[src/rtl/pal_pkg.sv]
package pal_pkg;
  // ==========================================
  // Port numbering and sizes
  // ==========================================
  localparam int unsigned NUM_PORTS = 4;     // Ports one to four
  localparam int unsigned PORT_W = 2;        // Port index width (port number minus one)
  localparam int unsigned TMR_W = 24;        // Width of the per-port timer period
  localparam int unsigned STOP_W = 3;        // Optional stop conditions per port
  // Field positions inside a stop-condition vector
  localparam int unsigned STOP_EXEC_BIT = 0;    // Command executed or failed
  localparam int unsigned STOP_INVALID_BIT = 1; // Invalid command name
  localparam int unsigned STOP_CARRIER_BIT = 2; // Carrier drop after a digit
  // ==========================================
  // Reset values (factory state)
  // ==========================================
  localparam logic [NUM_PORTS-1:0] PREACC_RST = 4'h0; // No port requires preaccess
  localparam logic [STOP_W-1:0] STOP_RST = 3'h0;      // All optional stops off
  localparam logic [TMR_W-1:0] TMR_RST = 24'h000000;  // Timer idle
  // ==========================================
  // Command codes presented on the command strobe
  // ==========================================
  typedef enum logic [2:0] {
    PAL_CMD_NONE,
    PAL_CMD_DISABLE,
    PAL_CMD_REQUIRE,
    PAL_CMD_QUERY,
    PAL_CMD_GRANT,
    PAL_CMD_STOP_SET,
    PAL_CMD_STOP_QUERY,
    PAL_CMD_ISOLATE
  } pal_cmd_t;
endpackage

[src/rtl/pal_port_timer.sv]
`timescale 1ns/100ps
// ==========================================
// One port's preaccess timer and access state
// ==========================================
module pal_port_timer
  import pal_pkg::*;
#(
  parameter int unsigned TW = TMR_W
) (
  input wire logic clk_in,
  input wire logic nrst_in,
  input wire logic [TW-1:0] period_in,   // Programmed timer length in cycles
  input wire logic start_in,             // Access code, grant or isolate
  input wire logic isolate_in,           // Start also isolates the port
  input wire logic digit_held_in,        // Digit currently pressed (synchronised)
  input wire logic digit_rel_in,         // One-cycle digit release
  input wire logic carrier_in,           // Carrier detect (synchronised)
  input wire logic exec_in,              // Command executed or failed
  input wire logic invalid_in,           // Invalid command name
  input wire logic [STOP_W-1:0] stop_en_in, // Optional stop enables
  output logic accessed_out,             // Port is open for commands
  output logic isolated_out              // Port is isolated
);
  // ==========================================
  // State
  // ==========================================
  logic [TW-1:0] cnt_r;        // Cycles remaining
  logic acc_r;                 // Accessed flag
  logic iso_r;                 // Isolation active
  logic dig_seen_r;            // A digit came after the access code
  logic carrier_d_r;           // Carrier one cycle ago, for drop detection
  // Decode of the closing events
  wire carrier_drop = carrier_d_r & ~carrier_in;
  wire expire = acc_r & (cnt_r == '0) & ~digit_held_in;
  wire stop_exec = stop_en_in[STOP_EXEC_BIT] & exec_in;
  wire stop_inval = stop_en_in[STOP_INVALID_BIT] & invalid_in;
  wire stop_carr = stop_en_in[STOP_CARRIER_BIT] & dig_seen_r & carrier_drop;
  // Expiry closes regardless of the optional enables
  wire close = expire | stop_exec | stop_inval | stop_carr;
  wire reload = start_in | (acc_r & digit_rel_in);
  // Start wins over a close in the same cycle so a fresh code is never lost
  // ==========================================
  // Timer and flags
  // ==========================================
  always_ff @(posedge clk_in or negedge nrst_in) begin
    if (!nrst_in) begin
      cnt_r <= '0;
      acc_r <= 1'b0;
      iso_r <= 1'b0;
      dig_seen_r <= 1'b0;
      carrier_d_r <= 1'b0;
    end else begin
      carrier_d_r <= carrier_in;
      if (reload) begin
        // Restart full period
        cnt_r <= period_in;
      end else if (acc_r && cnt_r != '0 && !digit_held_in) begin
        // Count down only while no digit is held
        cnt_r <= cnt_r - 1'b1;
      end
      if (start_in) begin
        acc_r <= 1'b1;
        iso_r <= iso_r | isolate_in;
        dig_seen_r <= 1'b0;
      end else if (close) begin
        // Closing requires a new access code, grant or isolate
        acc_r <= 1'b0;
        iso_r <= 1'b0;
        dig_seen_r <= 1'b0;
      end else if (acc_r && digit_rel_in) begin
        dig_seen_r <= 1'b1;
      end
    end
  end
  assign accessed_out = acc_r;
  assign isolated_out = iso_r;
endmodule // pal_port_timer

[src/rtl/pal_lock_ctrl.sv]
`timescale 1ns/100ps
module pal_lock_ctrl
  import pal_pkg::*;
#(
  parameter int unsigned NP = NUM_PORTS,
  parameter int unsigned TW = TMR_W
) (
  input wire logic REF_CLK_IN,
  input wire logic NRST_IN,
  // Command strobe from the command decoder
  input wire logic CMD_VALID_IN,
  input wire pal_pkg::pal_cmd_t CMD_CODE_IN,
  input wire logic [pal_pkg::PORT_W-1:0] CMD_SRC_PORT_IN,  // Port command came from
  input wire logic [pal_pkg::PORT_W-1:0] CMD_ARG_PORT_IN,  // Selected port argument
  input wire logic [pal_pkg::STOP_W-1:0] CMD_STOP_IN,      // Enables for stop set
  // Access code and decoder events, per port
  input wire logic [NP-1:0] ACCESS_CODE_IN,    // Access code recognised
  input wire logic [NP-1:0] EXEC_EVT_IN,       // Command executed or failed
  input wire logic [NP-1:0] INVALID_EVT_IN,    // Digits not a command name
  input wire logic [NP-1:0] DIGIT_HELD_IN,     // DTMF digit pressed (pins)
  input wire logic [NP-1:0] CARRIER_DETECT_IN, // Receiver carrier (pins)
  input wire logic [NP*TW-1:0] TMR_PERIOD_IN,  // Per-port period in cycles
  // Crosspoint mask inputs, stored routing per port
  input wire logic [NP*NP-1:0] XPT_AUDIO_IN,
  input wire logic [NP*NP-1:0] XPT_PTT_IN,
  // Results
  output logic [NP-1:0] CMD_ALLOW_OUT,         // Commands accepted per port
  output logic [NP-1:0] PREACC_REQ_OUT,        // Ports requiring preaccess
  output logic [NP-1:0] ACCESSED_OUT,
  output logic [NP-1:0] ISOLATED_OUT,
  output logic [NP*NP-1:0] XPT_AUDIO_OUT,      // Effective routing
  output logic [NP*NP-1:0] XPT_PTT_OUT,
  output logic REPLY_VALID_OUT,                // One-cycle reply pulse
  output logic [NP-1:0] REPLY_PORTS_OUT,       // Query result bitmap
  output logic REPLY_NONE_OUT,                 // No port requires preaccess
  output logic [pal_pkg::PORT_W-1:0] REPLY_PORT_OUT,
  output logic [pal_pkg::STOP_W-1:0] REPLY_STOP_OUT
);
  import pal_pkg::*;
  // ==========================================
  // Pin synchronisers: three stages, second and third agree
  // ==========================================
  logic [NP-1:0] held_s1_r, held_s2_r, held_s3_r, held_r;
  logic [NP-1:0] car_s1_r, car_s2_r, car_s3_r, car_r;
  logic [NP-1:0] held_nxt, car_nxt;
  // Release is the falling edge of the agreed digit level
  wire [NP-1:0] held_rel = held_r & ~held_nxt;
  // A change is accepted only when stages two and three agree
  assign held_nxt = (held_s2_r == held_s3_r) ? held_s3_r : held_r;
  assign car_nxt = (car_s2_r == car_s3_r) ? car_s3_r : car_r;
  always_ff @(posedge REF_CLK_IN or negedge NRST_IN) begin
    if (!NRST_IN) begin
      held_s1_r <= '0;
      held_s2_r <= '0;
      held_s3_r <= '0;
      held_r <= '0;
      car_s1_r <= '0;
      car_s2_r <= '0;
      car_s3_r <= '0;
      car_r <= '0;
    end else begin
      held_s1_r <= DIGIT_HELD_IN;
      held_s2_r <= held_s1_r;
      held_s3_r <= held_s2_r;
      held_r <= held_nxt;
      car_s1_r <= CARRIER_DETECT_IN;
      car_s2_r <= car_s1_r;
      car_s3_r <= car_s2_r;
      car_r <= car_nxt;
    end
  end
  // ==========================================
  // Command decode
  // ==========================================
  wire c_disable = CMD_VALID_IN & (CMD_CODE_IN == PAL_CMD_DISABLE);
  wire c_require = CMD_VALID_IN & (CMD_CODE_IN == PAL_CMD_REQUIRE);
  wire c_query = CMD_VALID_IN & (CMD_CODE_IN == PAL_CMD_QUERY);
  wire c_grant = CMD_VALID_IN & (CMD_CODE_IN == PAL_CMD_GRANT);
  wire c_stopset = CMD_VALID_IN & (CMD_CODE_IN == PAL_CMD_STOP_SET);
  wire c_stopq = CMD_VALID_IN & (CMD_CODE_IN == PAL_CMD_STOP_QUERY);
  wire c_iso = CMD_VALID_IN & (CMD_CODE_IN == PAL_CMD_ISOLATE);
  // Per-port config state
  logic [NP-1:0] preacc_r;                // Ports requiring preaccess
  logic [STOP_W-1:0] stop_en_r [NP];      // Three stop enables per port
  logic [NP-1:0] acc_w, iso_w;
  // Commands from a locked port are refused, grant and isolate included;
  // only the access code strobe, or an isolate from an open port that selects it, can open a locked port
  wire src_ok = ~preacc_r[CMD_SRC_PORT_IN] | acc_w[CMD_SRC_PORT_IN];
  wire ctl_ok = src_ok;
  // ==========================================
  // Preaccess requirement and stop enables
  // ==========================================
  always_ff @(posedge REF_CLK_IN or negedge NRST_IN) begin
    if (!NRST_IN) begin
      preacc_r <= PREACC_RST;
      for (int i = 0; i < NP; i++) begin
        stop_en_r[i] <= STOP_RST;
      end
    end else begin
      if (c_disable && ctl_ok) begin
        // Back to factory non-preaccess link
        preacc_r[CMD_ARG_PORT_IN] <= 1'b0;
      end else if (c_require && ctl_ok) begin
        preacc_r[CMD_ARG_PORT_IN] <= 1'b1;
      end
      if (c_stopset && ctl_ok) begin
        stop_en_r[CMD_ARG_PORT_IN] <= CMD_STOP_IN;
      end
    end
  end
  // ==========================================
  // Per-port timers
  // ==========================================
  for (genvar p = 0; p < NP; p++) begin : g_port
    wire own = (CMD_SRC_PORT_IN == PORT_W'(p));
    wire sel = (CMD_ARG_PORT_IN == PORT_W'(p));
    // Access code, grant from own port, or isolate of selected port
    // Isolate is a command too, so a locked source cannot trigger it
    wire iso_go = c_iso & ctl_ok & sel;
    wire start = (ACCESS_CODE_IN[p] & preacc_r[p]) | (c_grant & ctl_ok & own) | iso_go;
    pal_port_timer #(
      .TW(TW)
    ) u_tmr (
      .clk_in(REF_CLK_IN),
      .nrst_in(NRST_IN),
      .period_in(TMR_PERIOD_IN[p*TW +: TW]),
      .start_in(start),
      .isolate_in(iso_go),
      .digit_held_in(held_r[p]),
      .digit_rel_in(held_rel[p]),
      .carrier_in(car_r[p]),
      .exec_in(EXEC_EVT_IN[p]),
      .invalid_in(INVALID_EVT_IN[p]),
      .stop_en_in(stop_en_r[p]),
      .accessed_out(acc_w[p]),
      .isolated_out(iso_w[p])
    );
  end
  // ==========================================
  // Crosspoint masking: stored routing is untouched
  // ==========================================
  logic [NP*NP-1:0] xmask;
  always_comb begin
    xmask = '0;
    for (int s = 0; s < NP; s++) begin
      for (int d = 0; d < NP; d++) begin
        // Cut any path that touches an isolated port, except to itself
        xmask[s*NP+d] = (s != d) & (iso_w[s] | iso_w[d]);
      end
    end
  end
  assign XPT_AUDIO_OUT = XPT_AUDIO_IN & ~xmask;
  assign XPT_PTT_OUT = XPT_PTT_IN & ~xmask;
  assign CMD_ALLOW_OUT = ~preacc_r | acc_w;
  assign PREACC_REQ_OUT = preacc_r;
  assign ACCESSED_OUT = acc_w;
  assign ISOLATED_OUT = iso_w;
  // ==========================================
  // Replies: grant and isolate give none
  // ==========================================
  logic rv_r;
  logic [NP-1:0] rports_r;
  logic rnone_r;
  logic [PORT_W-1:0] rport_r;
  logic [STOP_W-1:0] rstop_r;
  always_ff @(posedge REF_CLK_IN or negedge NRST_IN) begin
    if (!NRST_IN) begin
      rv_r <= 1'b0;
      rports_r <= '0;
      rnone_r <= 1'b0;
      rport_r <= '0;
      rstop_r <= '0;
    end else begin
      rv_r <= (c_query | c_stopq) & ctl_ok;
      if (c_query && ctl_ok) begin
        rports_r <= preacc_r;
        rnone_r <= (preacc_r == '0);
      end
      if (c_stopq && ctl_ok) begin
        rport_r <= CMD_ARG_PORT_IN;
        rstop_r <= stop_en_r[CMD_ARG_PORT_IN];
      end
    end
  end
  assign REPLY_VALID_OUT = rv_r;
  assign REPLY_PORTS_OUT = rports_r;
  assign REPLY_NONE_OUT = rnone_r;
  assign REPLY_PORT_OUT = rport_r;
  assign REPLY_STOP_OUT = rstop_r;
endmodule // pal_lock_ctrl

[config.mk]
export PLATFORM = sky130hd
export DESIGN_NAME = pal_lock_ctrl
export DESIGN_NICKNAME = d
export VERILOG_FILES = /design/src/rtl/pal_pkg.sv /design/src/rtl/pal_port_timer.sv /design/src/rtl/pal_lock_ctrl.sv
export SDC_FILE = /design/constraint.sdc
export NUM_CORES = 1
export LEC_CHECK = 0
export BUFFER_PORTS_ARGS = -buffer_cell sky130_fd_sc_hd__clkbuf_2
export CAP_MARGIN = 0
export CORE_AREA = 5 5 195 103
export DETAILED_ROUTE_END_ITERATION = 12
export DIE_AREA = 0 0 200 108
export MAX_ROUTING_LAYER = met4
export PLACE_DENSITY = 0.85
export SYNTH_ARGS = -nofsm -noshare
export SYNTH_HDL_FRONTEND = slang
export SYNTH_SLANG_ARGS = --single-unit
[constraint.sdc]
create_clock -name REF_CLK_IN -period 4.18 [get_ports REF_CLK_IN]
set_input_delay 0.836 -clock REF_CLK_IN [delete_from_list [all_inputs] [get_ports REF_CLK_IN]]
set_output_delay 0.836 -clock REF_CLK_IN [all_outputs]
set_load 0.01 [all_outputs]
# Yosys cells after proc, flatten, opt, wreduce, memory -nomap -nowiden
# Index checks and enable logic that the tools add are counted.
[word_totals]
input_bits = 161
word_cells = 266
out_inout_bits = 59
regBits = 171
[classes]
add_sub_neg = 4
n_reduce_logical = 47
mux = 47
n_eq_ne = 15
order_cmp = 5
bitwise = 110
[ops]
columns = ["cell", "n"]
rows = [
  ["$mux 24", 8],
  ["$logic_not 24->1", 4],
  ["$reduce_bool 24->1", 4],
  ["$sub 24x1->24 const B", 4],
  ["$and 1x1->1", 54],
  ["$or 1x1->1", 36],
  ["$and 16x16->16", 2],
  ["$mux 1", 27],
  ["$logic_and 1x1->1", 19],
  ["$reduce_bool 2->1", 9],
  ["$not 15->16", 1],
  ["$bwmux 12", 1],
  ["$eq 3x3->1 const B", 4],
  ["$mux 4", 3],
  ["$not 4->4", 3],
  ["$reduce_bool 3->1", 4],
  ["$mux 3", 3],
  ["$not 1->1", 9],
  ["$and 4x4->4", 2],
  ["$eq 2x2->1 const B", 4],
  ["$eq 4x4->1", 2],
  ["$or 4x4->4", 2],
  ["$bmux 3 s2", 1],
  ["$demux 3 s2", 1],
  ["13 further kinds", 21],
]

# Longest topological paths before layout
# Gate-level depths: netlist of the first run.
[logic_depth]
word_depth = 10
mapped_depth = 9
depth_no_buf = 7

# By module
# A second synthesis of the first run with hierarchy kept.
[unflattened]
cells_unflattened = 947
area_unflattened_um2 = 9567.9
[modules_own_cells]
columns = ["module", "cells_per_inst", "area_per_inst_um2", "n_inst", "seq_area_each_um2"]
rows = [
  ["pal_port_timer (g_port[2].u_tmr ...)", 191, 1794.2, 2, 700.7],
  ["pal_port_timer (g_port[0].u_tmr ...)", 181, 1670.4, 2, 700.7],
  ["pal_lock_ctrl", 203, 2638.8, 1, 1476.4],
]

# Worst setup path before layout of the first run
# Ideal clock, no wire load.
[synth_path]
kind = "input port to flip-flop"
startpoint = "input port CMD_CODE_IN[2]"
endpoint = "register g_port[1].u_tmr.cnt_r[12]"
path_slack_ns = 1.473
path_stages = 9
t_required_ns = 4.055
setup_time_ns = 0.125
t_arrival_ns = 2.583
path_buffers = 4
path_cell_list = "buf_2 -> nor4bb_1 -> clkbuf_1 -> a32o_1 -> a21oi_1 -> and2_1 -> buf_2 -> buf_2 -> mux2_2"
[synth_via]
elab_chain_len = 8
elab_cells_between_ends = 13
cone_classes = "eq/ne (2); mux (1); bitwise (9); reduce/logical (1)"
[synth_lines]
columns = ["element", "line_no", "text"]
rows = [
  ["start, declared", "pal_lock_ctrl.sv:12", "input wire pal_pkg::pal_cmd_t CMD_CODE_IN,"],
  ["$eq 3x3->1", "pal_lock_ctrl.sv:78", "wire c_grant = CMD_VALID_IN & (CMD_CODE_IN == PAL_CMD_GRANT);"],
  ["$and 1x1->1", "pal_lock_ctrl.sv:78", ""],
  ["$and 1x1->1 (2 in a row)", "pal_lock_ctrl.sv:120", "wire start = (ACCESS_CODE_IN[p] & preacc_r[p]) | (c_grant & ctl_ok & own) | iso_go;"],
  ["$or 1x1->1", "pal_lock_ctrl.sv:120", ""],
  ["$or 1x1->1 *", "pal_lock_ctrl.sv:120", ""],
  ["$or 1x1->1 *", "pal_port_timer.sv:40", "wire reload = start_in | (acc_r & digit_rel_in);"],
  ["$mux 24 or $reduce_bool 2->1 (tied branches)", "n/a", ""],
  ["end signal, assigned", "pal_port_timer.sv:56", "cnt_r <= period_in;"],
  ["end signal, assigned", "pal_port_timer.sv:59", "cnt_r <= cnt_r - 1'b1;"],
  ["end, declared", "pal_port_timer.sv:27", "logic [TW-1:0] cnt_r;"],
]
# Every way passes the cells marked *; elsewhere a longest branch is shown, timed or not.
# A chain may end at the register's enable or synchronous reset.

# Worst setup path after layout of the first run
[layout_path]
startpoint = "input port CMD_SRC_PORT_IN[1] (netlist name)"
endpoint = "register g_port[3].u_tmr.cnt_r[1]"
[layout_via]
elab_chain_len = 10
elab_cells_between_ends = 16
cone_classes = "eq/ne (1); mux (5); bitwise (9); reduce/logical (1)"
[layout_lines]
columns = ["element", "line_no", "text"]
rows = [
  ["start, declared", "pal_lock_ctrl.sv:13", "input wire logic [pal_pkg::PORT_W-1:0] CMD_SRC_PORT_IN,"],
  ["$bmux 1 s2", "pal_lock_ctrl.sv:88", "wire src_ok = ~preacc_r[CMD_SRC_PORT_IN] | acc_w[CMD_SRC_PORT_IN];"],
  ["$mux 1 (implied by the code)", "pal_lock_ctrl.sv:88", ""],
  ["$not 1->1", "pal_lock_ctrl.sv:88", ""],
  ["$or 1x1->1", "pal_lock_ctrl.sv:88", ""],
  ["$and 1x1->1 (2 in a row)", "pal_lock_ctrl.sv:120", ""],
  ["$or 1x1->1", "pal_lock_ctrl.sv:120", ""],
  ["$or 1x1->1 *", "pal_lock_ctrl.sv:120", ""],
  ["$or 1x1->1 *", "pal_port_timer.sv:40", ""],
  ["$mux 24 or $reduce_bool 2->1 (tied branches)", "n/a", ""],
  ["end signal, assigned", "pal_port_timer.sv:56", ""],
  ["end signal, assigned", "pal_port_timer.sv:59", ""],
  ["end, declared", "pal_port_timer.sv:27", ""],
]
# Every way passes the cells marked *; elsewhere a longest branch is shown, timed or not. The select of a mux whose other input is x is not followed.

==> flow_metrics.env, run 1 <==
export IMPL_io_buffer_count=203
export IMPL_die_h_um=108
export IMPL_synth_edf_count=0
export IMPL_cp_cell_sequence="clkbuf_2, nor4b_1, or2_1, o31ai_1, nor2_1, buf_4, mux2_1"
export IMPL_vias=8224
export IMPL_fin_total_pwr_mw=5.797
export IMPL_dpl_instance_area_mm2=0.01083
export IMPL_slowest_delay_ns=0.70
export IMPL_route_detailed_drc=0
export IMPL_grt_max_degree=74
export IMPL_clk_pin_slew_ns=0.08
export IMPL_ir_drop_v=0.0003061
export IMPL_grt_antenna_before_repair=0
export IMPL_wl_per_cell_um=20.80
export IMPL_finalNonFillerCells=1355
export IMPL_period_share=0.7048
export IMPL_maxCapViolCount=0
export IMPL_root_buffer="clkbuf_16"
export IMPL_r2r_slack_ns=1.24
export IMPL_use_met2=0.3834
export IMPL_synth_area_mm2=0.009778
export IMPL_fin_skew_ns=0.01057
export IMPL_synthTopCellsByArea="dfrtp_1 (44%), xnor2_1 (6.6%), mux2_1 (5.8%), mux2_2 (3.8%), a21oi_1 (3.6%)"
export IMPL_slew_viol_final=0
export IMPL_io_pins=220
export IMPL_avgSynthCellArea_um2=10.50
export IMPL_initial_utilization=0.5420
export IMPL_worstSetupEndpointType="flip-flop"
export IMPL_synth_largest_area_cell="dfrtp_1"
export IMPL_slew_headroom=0.3549
export IMPL_core_area_mm2=0.01804
export IMPL_nNetsFinal=1270
export IMPL_min_delay_path_class="flip-flop to flip-flop"
export IMPL_fin_tns_setup_ns=0
export IMPL_synth_warning_count=0
export IMPL_synth_top_family_by_area="simple AND/OR/NAND/NOR gates"
export IMPL_die_area_mm2=0.02160
export IMPL_synth_cell_types=70
export IMPL_path_max_fanout=11
export IMPL_rows=35
export IMPL_first_global_vias=7894
export IMPL_cts_hold_buf=0
export IMPL_use_met3=0.05666
export IMPL_cp_arrival_ns=3.24
export IMPL_finalSetupViolCount=0
export IMPL_drt_iter0_markers=835
export IMPL_yosys_area_share_simple=0.1895
export IMPL_required_ns=4.48
export IMPL_fmax_ghz=0.3395
export IMPL_grt_pass1_wl_mm=43.20
export IMPL_synth_fa_ha_area_frac=0.01024
export IMPL_worstSetupStartpointType="primary input"
export IMPL_worst_slew_pin_slew_ns=0.9542
export IMPL_status="completed"
export IMPL_post_place_ws_ns=0.8303
export IMPL_drive_gt1_frac=0.2926
export IMPL_post_cts_buffers=0
export IMPL_min_period_ns=2.946
export IMPL_clk_latency_ns=0.42
export IMPL_wl_mm=28.19
export IMPL_postSynthCellCount=931
export IMPL_ant_nets=0
export IMPL_timing_final_ws_setup_ns=1.234
export IMPL_synth_mux_area_frac=0.1066
export IMPL_cts_tree="yes"
export IMPL_synth_compound_area_frac=0.1443
export IMPL_whs_ns=0.3474
export IMPL_drt_pre_antenna_iters=5
export IMPL_syn_num_nets=1100
export IMPL_cts_made_buffers=17
export IMPL_use_met1=0.3883
export IMPL_cp_slowest_cell="nor2_1"
export IMPL_fin_util=0.6318
export IMPL_ys_ff_latch=171
export IMPL_via_per_inst=6.069
export IMPL_cts_resized=0
export IMPL_yosys_area_top_type_share=0.4376
export IMPL_place_inst=1322
export IMPL_final_hold_violation_count=0
export IMPL_overflow=0
export IMPL_h_tree_depth=4
export IMPL_synth_async_sr_flop_share=1.000
export IMPL_cts_sinks=171
export IMPL_rsz0062_at_grt="false"
export IMPL_synth_ff_type="dfrtp_1"
export IMPL_grt_usage=0.2647
export IMPL_layout_cell_area_non_filler_mm2=0.01140
export IMPL_busiest_layer="met1"
export IMPL_synth_xor_area_share=0.06987
export IMPL_die_w_um=200
export IMPL_critical_path_class="primary input to flip-flop"
export IMPL_layout_area_overhead_vs_synth_pct=16.58
export IMPL_clk_path_buf_depth=2
export IMPL_p_leak_nw=4.708
export IMPL_globalplace_congestion=0.9509
export IMPL_p_per_area_mw_per_mm2=508.5
export IMPL_yosysSeqAreaShare=0.4376
export IMPL_hpwl_mm=22.03
-- area by class of cell --
cell class	instances	area, um^2
Multi-Input combinational cell	683	5092
Sequential cell	171	4279
Inverter	13	48.80
Clock buffer	18	439.2
Antenna cell	1	2.502
Tap cell	240	300.3
Clock inverter	14	125.1
Fill cell	1538	6643
Timing Repair Buffer	215	1112
-- state kept, by name (all words and copies together) (netlist names), named ones only --
register,cells
stop_en_r,12
REPLY_NONE_OUT,1
REPLY_PORTS_OUT,4
car_s2_r,4
car_s3_r,4
REPLY_PORT_OUT,2
g_port.u_tmr.isolated_out,4
REPLY_STOP_OUT,3
held_s2_r,4
g_port.u_tmr.cnt_r,96
car_r,4
held_s1_r,4
g_port.u_tmr.accessed_out,4
held_s3_r,4
REPLY_VALID_OUT,1
g_port.u_tmr.dig_seen_r,4
car_s1_r,4
g_port.u_tmr.carrier_d_r,4
held_r,4
-- layout by cell type, fill, tap and decap left out, types with 5 or more instances in the layout --
cell	count
xnor2_1	74
o211ai_2	7
nor2b_1	7
mux2_2	33
a211oi_1	9
o21ai_2	7
a31oi_1	19
clkbuf_16	17
nand4_1	15
o41ai_1	9
o31ai_1	15
nand3_1	16
o211ai_1	7
nand2_1	29
and2_1	26
nand4b_1	8
ha_1	8
inv_1	12
inv_6	7
or2_2	5
buf_4	12
nand2b_1	16
dfrtp_1	171
a21oi_1	71
o21ai_0	15
or4_1	15
o31a_1	5
nor4_2	9
nor3_1	24
mux2_1	50
or3_1	23
nor4_1	22
clkbuf_2	202
nor2_1	44
o21ai_1	16
-- power by group --
group / switching, mW / internal, mW
Combinational: 0.796 / 0.796
Sequential: 0.531 / 2.12
Clock: 0.746 / 0.805
Total: 2.07 / 3.72
-- final timing paths --
path	startpoint	to	cells past startpoint
worst max-delay path	CMD_SRC_PORT_IN[1]	g_port[3].u_tmr.cnt_r[1]	7
worst min-delay path	held_s1_r[2]	held_s2_r[2]	0
worst max register to register	g_port[0].u_tmr.cnt_r[11]	g_port[0].u_tmr.cnt_r[2]	5
worst min register to register	held_s1_r[2]	held_s2_r[2]	0
max in group asynchronous	NRST_IN	g_port[2].u_tmr.cnt_r[6]	2
min in group asynchronous	NRST_IN	g_port[0].u_tmr.cnt_r[18]	1
-- per-layer routing --
metal,wire (um),part of all wire,vias up
li1,-,-,3811
met1,13210,0.47,4035
met2,12170,0.43,357
met3,2473,0.088,21
met4,333,0.012,0
met5,0,0,-
-- worst max-delay path: cells and delay by family --
kind,cells,cell delay [ns]
and+or+nand+nor,3,1.43
buffers and inverters,2,0.43
AOI/OAI and AO/OA,1,0.21
muxes,1,0.33
-- cell families (layout without fill, tap and decap cells) --
group	count (synthesis)	in the layout
compound gates	209	209
xor+xnor	78	78
fa+ha+maj	8	8
buf+inv	77	260
flops	171	171
mux	90	90
other cells	0	1
simple gates	298	298
-- cell usage after synthesis, types with 6 or more instances --
cell	n
dfrtp_1	171
xnor2_1	74
a21oi_1	71
mux2_1	50
nor2_1	45
mux2_2	33
nand2_1	29
clkbuf_1	28
and2_1	26
nor3_1	24
or3_1	23
nor4_1	22
a31oi_1	19
buf_4	17
nand2b_1	16
nand3_1	16
o21ai_1	16
nand4_1	15
o21ai_0	15
o31ai_1	15
or4_1	15
inv_1	12
a211oi_1	9
buf_2	9
nor4_2	9
o41ai_1	9
ha_1	8
nand4b_1	8
nor2b_1	7
o211ai_1	7
o211ai_2	7
o21ai_2	7
buf_6	6
No activity file was read; power rests on OpenSTA's default activity.
==> inputs of run 2 (changes only) <==
- ABC_AREA: default -> 1
- CORE_AREA: 5 5 195 103 -> 5 5 212 111
- DIE_AREA: 0 0 200 108 -> 0 0 217 116
- PLACE_DENSITY: 0.85 -> 0.81
- clock period: 4.18 -> 2.7 ns (I/O delays scaled with it)
==> run 2 against run 1 <==
Effect of this change: area after synthesis increased by 7.5%; first-iteration DRC count increased by 33%; sequential cell count unchanged; via count increased by 29%; sequential share of layout area decreased by 3.0 points; highest routed layer unchanged.
==> flow_metrics.env, run 2 <==
export IMPL_status="completed"
export IMPL_slew_headroom=0.5052
export IMPL_die_h_um=116
export IMPL_avgSynthCellArea_um2=7.142
export IMPL_synth_edf_count=0
export IMPL_synth_largest_area_cell="dfrtp_1"
export IMPL_cp_arrival_ns=2.64
export IMPL_clk_path_buf_depth=2
export IMPL_min_delay_path_class="primary input to asynchronous set/reset pin"
export IMPL_min_period_ns=2.298
export IMPL_fmax_ghz=0.4352
export IMPL_finalSetupViolCount=0
export IMPL_maxCapViolCount=0
export IMPL_fin_tns_setup_ns=0
export IMPL_required_ns=3.04
export IMPL_post_cts_buffers=0
export IMPL_synth_cell_types=38
export IMPL_place_inst=1927
export IMPL_cts_hold_buf=0
export IMPL_worstSetupEndpointType="flip-flop"
export IMPL_cts_resized=0
export IMPL_yosys_area_share_simple=0.3871
export IMPL_period_share=0.8510
export IMPL_cpMostUsedCell="nand2_1"
export IMPL_p_leak_nw=6.317
export IMPL_h_tree_depth=4
export IMPL_clk_pin_slew_ns=0.07
export IMPL_setup_worst_path_start="g_port[1].u_tmr.cnt_r[8]"
export IMPL_rows=38
export IMPL_synth_mux_area_frac=0
export IMPL_cp_slowest_cell="dfrtp_1"
export IMPL_top_regs="g_port.u_tmr.cnt_r x96, stop_en_r x12"
export IMPL_synth_warning_count=0
export IMPL_clk_latency_ns=0.45
export IMPL_layout_common_cells="nand2_1 (420), nor2_1 (206), clkbuf_2 (202)"
export IMPL_overflow=0
export IMPL_route_detailed_drc=0
export IMPL_io_buffer_count=203
export IMPL_drive_gt1_frac=0.1799
export IMPL_rsz0062_at_grt="false"
export IMPL_vias=10630
export IMPL_slowest_delay_ns=0.44
export IMPL_cts_tree="yes"
export IMPL_syn_num_nets=1641
export IMPL_grt_pass1_wl_mm=52.14
export IMPL_initial_utilization=0.4924
export IMPL_grt_max_degree=61
export IMPL_path_buf_inv=1
export IMPL_synth_commonest_cells="nand2_1 (420), nor2_1 (207), dfrtp_1 (171), nand3_1 (156), inv_1 (134)"
export IMPL_core_area_mm2=0.02135
export IMPL_nNetsFinal=1835
export IMPL_largest_register_ffs=96
export IMPL_critical_path_class="flip-flop to flip-flop"
export IMPL_grt_antenna_before_repair=1
export IMPL_wl_per_cell_um=16.29
export IMPL_layout_cells_most_common="nand2_1"
export IMPL_slew_viol_final=0
export IMPL_top_register="g_port.u_tmr.cnt_r"
export IMPL_hpwl_mm=24.61
export IMPL_synth_most_common_cell="nand2_1"
export IMPL_synth_fa_ha_area_frac=0.009522
export IMPL_synth_top_family_by_area="simple AND/OR/NAND/NOR gates"
export IMPL_final_hold_violation_count=0
export IMPL_r2r_start="g_port[1].u_tmr.cnt_r[8]"
export IMPL_yosysSeqAreaShare=0.4070
export IMPL_io_pins=220
export IMPL_p_per_area_mw_per_mm2=1027
export IMPL_synth_xor_area_share=0.06332
export IMPL_grt_usage=0.2662
export IMPL_globalplace_congestion=1.013
export IMPL_synthTopCellsByArea="dfrtp_1 (41%), nand2_1 (15%), nand3_1 (7.4%), nor2_1 (7.4%), nand4_1 (5.4%)"
export IMPL_cp_cell_sequence="nor2_1, nand2_1, nor2_1, nand3_1, nand2_1, inv_1, nand2_1, nor2_1, o21ai_1, nand2_1"
export IMPL_root_buffer="clkbuf_16"
export IMPL_synth_ff_type="dfrtp_1"
export IMPL_first_global_vias=9920
export IMPL_path_max_fanout=13
export IMPL_synth_compound_area_frac=0.04773
export IMPL_ant_nets=0
export IMPL_layout_area_overhead_vs_synth_pct=17.84
export IMPL_die_w_um=217
export IMPL_postSynthCellCount=1472
export IMPL_drt_pre_antenna_iters=6
export IMPL_ys_ff_latch=171
export IMPL_drt_iter0_markers=1107
export IMPL_via_per_inst=5.421
export IMPL_fin_util=0.5803
export IMPL_worstSetupStartpointType="flip-flop"
export IMPL_synth_async_sr_flop_share=1.000
export IMPL_worst_slew_pin_slew_ns=0.7365
export IMPL_ir_drop_v=0.0004532
export IMPL_cts_made_buffers=17
export IMPL_synth_area_mm2=0.01051
export IMPL_die_area_mm2=0.02517
export IMPL_cp_top_family="simple AND/OR/NAND/NOR gates"
export IMPL_finalNonFillerCells=1960
export IMPL_fin_skew_ns=0.01250
export IMPL_cts_sinks=171
export IMPL_yosys_area_top_type_share=0.4070
export IMPL_wl_mm=31.94
==> run 2: changes by cell type in the layout (fill, tap and decap cells not counted), moves of 33 or more <==
cell	change
a21oi_1	-40
nor2_1	+162
xor2_1	+33
inv_1	+122
o21ai_0	+33
mux2_1	-50
xnor2_1	-35
mux2_2	-33
nand2_1	+391
nand4_1	+75
nand3_1	+140
==> run 2: power by group <==
part / internal (mW) / leakage [nW] / switching [mW]
logic: 2.05 / 3.91 / 3.59
registers: 3.48 / 2.11 / 1.08
clock network: 1.33 / 0.292 / 1.19
total: 6.86 / 6.32 / 5.86
==> run 2: logic make-up (layout without fill, tap and decap cells) <==
kind of cell,Yosys count,in the layout
simple gates,922,922
buf+inv,202,409
flops,171,171
compound gates,93,93
xor+xnor,76,76
fa+ha+maj,8,8
other cells,0,1
==> run 2: through the flow <==
| step | cell area (um^2) | power (mW) | setup slack (ns) | hold WS, ns |
|---|---|---|---|---|
| floorplan | 10510 | 8.351 | 0.7573 | 0.2444 |
| global placement | 11790 | 9.915 | 0.3783 | 0.3366 |
| detailed placement | 11790 | 10.09 | 0.3182 | 0.3347 |
| CTS | 12390 | 12.69 | 0.4691 | 0.03120 |
| global route | 12390 | 13.77 | 0.2328 | 0.05924 |
| finish | 12390 | 12.72 | 0.4023 | 0.02055 |
==> run 2: path summary, 6_finish.rpt <==
path,slack (ns),end,depth (start not counted)
setup / recovery,0.40,g_port[1].u_tmr.cnt_r[14],10
max in group asynchronous,1.83,g_port[1].u_tmr.cnt_r[3],2
hold / removal,0.02,g_port[3].u_tmr.cnt_r[0],1
min in group REF_CLK_IN,0.20,car_s1_r[2],1
setup reg to reg,0.40,g_port[1].u_tmr.cnt_r[14],10
hold reg to reg,0.35,held_s2_r[2],0
==> run 2: area by class of cell <==
cell class	count	area [um^2]
well taps	280	350.3
clock buffers	17	425.4
fillers	1982	8960
inverters	142	533.0
multi-input cells	1099	5339
flip-flops and latches	171	4279
clock inverters	15	171.4
repair buffers	235	1287
diodes	1	2.502
==> run 2: worst reg2reg max path: cells and delay by family (launching register included) <==
kind / cells / cell delay, ns
and+or+nand+nor: 8 / 1.29
DFF: 1 / 0.44
buffers and inverters: 1 / 0.35
AOI/OAI and AO/OA: 1 / 0.12
==> run 2: layer usage <==
layer  global-route usage  wire length [um]
met4              0.07404               602
met2               0.3558             12650
met5                    -                 0
met1               0.3933             15420
met3              0.07387              3268
==> inputs of run 3 (changes only) <==
- PLACE_DENSITY: 0.81 -> 0.76
==> run 3 against run 2 <==
Effect of this change: sequential cell count unchanged; non-clock buffer count shrank 3; worst hold slack better by 0.19 ns; worst setup slack improved by 0.049 ns; fmax grew 2.2%; cell area decreased by 0.17%; clock-buffer cell count increased by 1; critical path type unchanged; largest power group unchanged; highest routed layer unchanged.
==> flow_metrics.env, run 3 (same netlist as run 2, synthesis figures left out) <==
export IMPL_status="completed"
export IMPL_worstSetupEndpointType="flip-flop"
export IMPL_fin_tns_setup_ns=0
export IMPL_layout_common_cells="nand2_1 (420), nor2_1 (206), clkbuf_2 (202)"
export IMPL_root_buffer="clkbuf_16"
export IMPL_layout_area_overhead_vs_synth_pct=17.64
export IMPL_cts_made_buffers=17
export IMPL_nNetsFinal=1832
export IMPL_via_per_inst=5.392
export IMPL_route_detailed_drc=0
export IMPL_hpwl_mm=24.72
export IMPL_critical_path_class="flip-flop to flip-flop"
export IMPL_finalSetupViolCount=0
export IMPL_seqCellArea_mm2=0.004279
export IMPL_period_share=0.8328
export IMPL_grt_max_degree=67
export IMPL_p_per_area_mw_per_mm2=1023
export IMPL_required_ns=3.01
export IMPL_drt_pre_antenna_iters=7
export IMPL_hold_start="CARRIER_DETECT_IN[2]"
export IMPL_first_global_vias=9712
export IMPL_worstSetupStartpointType="flip-flop"
export IMPL_fmax_ghz=0.4447
export IMPL_die_w_um=217
export IMPL_met2_length_mm=12.61
export IMPL_io_pins=220
export IMPL_place_inst=1923
export IMPL_clk_path_buf_depth=2
export IMPL_cts_resized=0
export IMPL_final_fill_count=2008
export IMPL_globalplace_congestion=0.9954
export IMPL_maxCapViolCount=0
export IMPL_n_antenna_cell=0
export IMPL_grt_antenna_before_repair=0
export IMPL_grt_usage=0.2628
export IMPL_h_tree_depth=4
export IMPL_slew_headroom=0.5674
export IMPL_wl_met1_mm=15.95
export IMPL_min_delay_path_class="primary input to flip-flop"
export IMPL_rows=38
export IMPL_post_place_ws_ns=0.1825
export IMPL_worst_slew_pin_slew_ns=0.6481
export IMPL_grt_pass1_wl_mm=51.33
export IMPL_die_h_um=116
export IMPL_wl_per_cell_um=16.38
export IMPL_reg2reg_depth=12
export IMPL_io_buffer_count=203
export IMPL_drive_gt1_frac=0.1778
export IMPL_cts_hold_buf=1
export IMPL_core_area_mm2=0.02135
export IMPL_cts_tree="yes"
export IMPL_timing_final_ws_setup_ns=0.4515
export IMPL_post_cts_buffers=0
export IMPL_cp_arrival_ns=2.56
export IMPL_ir_drop_v=0.0003975
export IMPL_fin_skew_ns=0.01461
export IMPL_dr_max_layer_used="met4"
export IMPL_multiInputGateArea_mm2=0.005339
export IMPL_wl_met3_mm=3.039
export IMPL_slew_viol_final=0
export IMPL_min_period_ns=2.249
export IMPL_clk_pin_slew_ns=0.07
export IMPL_initial_utilization=0.4924
export IMPL_rsz0062_at_grt="false"
export IMPL_final_hold_violation_count=0
export IMPL_drt_iter0_markers=1334
export IMPL_largest_register_ffs=96
export IMPL_p_leak_nw=6.303
export IMPL_holdPathStages=1
export IMPL_top_register="g_port.u_tmr.cnt_r"
export IMPL_layout_cells_most_common="nand2_1"
export IMPL_die_area_mm2=0.02517
export IMPL_overflow=0
export IMPL_vias=10550
export IMPL_ant_nets=0
export IMPL_r2r_slack_ns=0.45
export IMPL_top_regs="g_port.u_tmr.cnt_r x96, stop_en_r x12"
export IMPL_cts_sinks=171
export IMPL_path_max_fanout=17
export IMPL_clk_latency_ns=0.44
export IMPL_holdPathEnd="car_s1_r[2]"
export IMPL_reg2reg_to="g_port[1].u_tmr.cnt_r[19]"
export IMPL_finalNonFillerCells=1956
export IMPL_wl_mm=32.04
==> run 3: metrics by stage <==
stage               total power, mW  hold slack, ns    util  area [um^2]
finish                        12.65          0.2115  0.5793        12370
global route                  13.69          0.1930  0.5793        12370
CTS                           12.62          0.1834  0.5793        12370
detailed placement            10.03          0.3364  0.5508        11760
global placement              9.873          0.3343  0.5508        11760
floorplan                     8.351          0.2444       -        10510
==> run 3: how the worst max path moves through the flow <==
stage | startpoint | cells after the start | to
final | flip-flop | 12 | g_port[1].u_tmr.cnt_r[19]
after global routing | flip-flop | 12 | g_port[1].u_tmr.cnt_r[19]
after CTS | flip-flop | 12 | g_port[1].u_tmr.cnt_r[19]
after detailed placement | CMD_CODE_IN[2] | 10 | g_port[1].u_tmr.cnt_r[19]
after global placement | CMD_CODE_IN[0] | 9 | g_port[1].u_tmr.cnt_r[19]
after floorplan | CMD_SRC_PORT_IN[0] | 15 | g_port[1].u_tmr.cnt_r[12]
==> run 3: layer usage <==
layer | vias to the layer above | track usage
met3 | 37 | 0.07230
met1 | 4886 | 0.3953
met4 | 0 | 0.06353
li1 | 5144 | -
met5 | - | -
met2 | 479 | 0.3470
==> run 3: cell type report <==
class,instances,area share
multi-input combinational,1099,0.4317
tap,280,0.02833
clock inverter,14,0.01285
timing repair buffer,232,0.1025
inverter,142,0.04310
clock buffer,18,0.03551
sequential,171,0.3460
==> run 3: power breakdown <==
part           total (mW)  switching [mW]  internal, mW
logic                5.54            3.52          2.01
registers            4.58            1.10          3.48
clock network        2.53            1.12          1.41
==> run 3: critical path: stages (launching register included) <==
cell and delay, ns:
dfrtp_1 0.48, nand2_1 0.11, nand2_1 0.06, nand2_1 0.08, nand2_1 0.09, nand2_4 0.15, nand2_2 0.09, nor2_2 0.16
nor2_4 0.07, nand2_2 0.28, clkinv_1 0.32, nand2_1 0.15, nand3_1 0.07
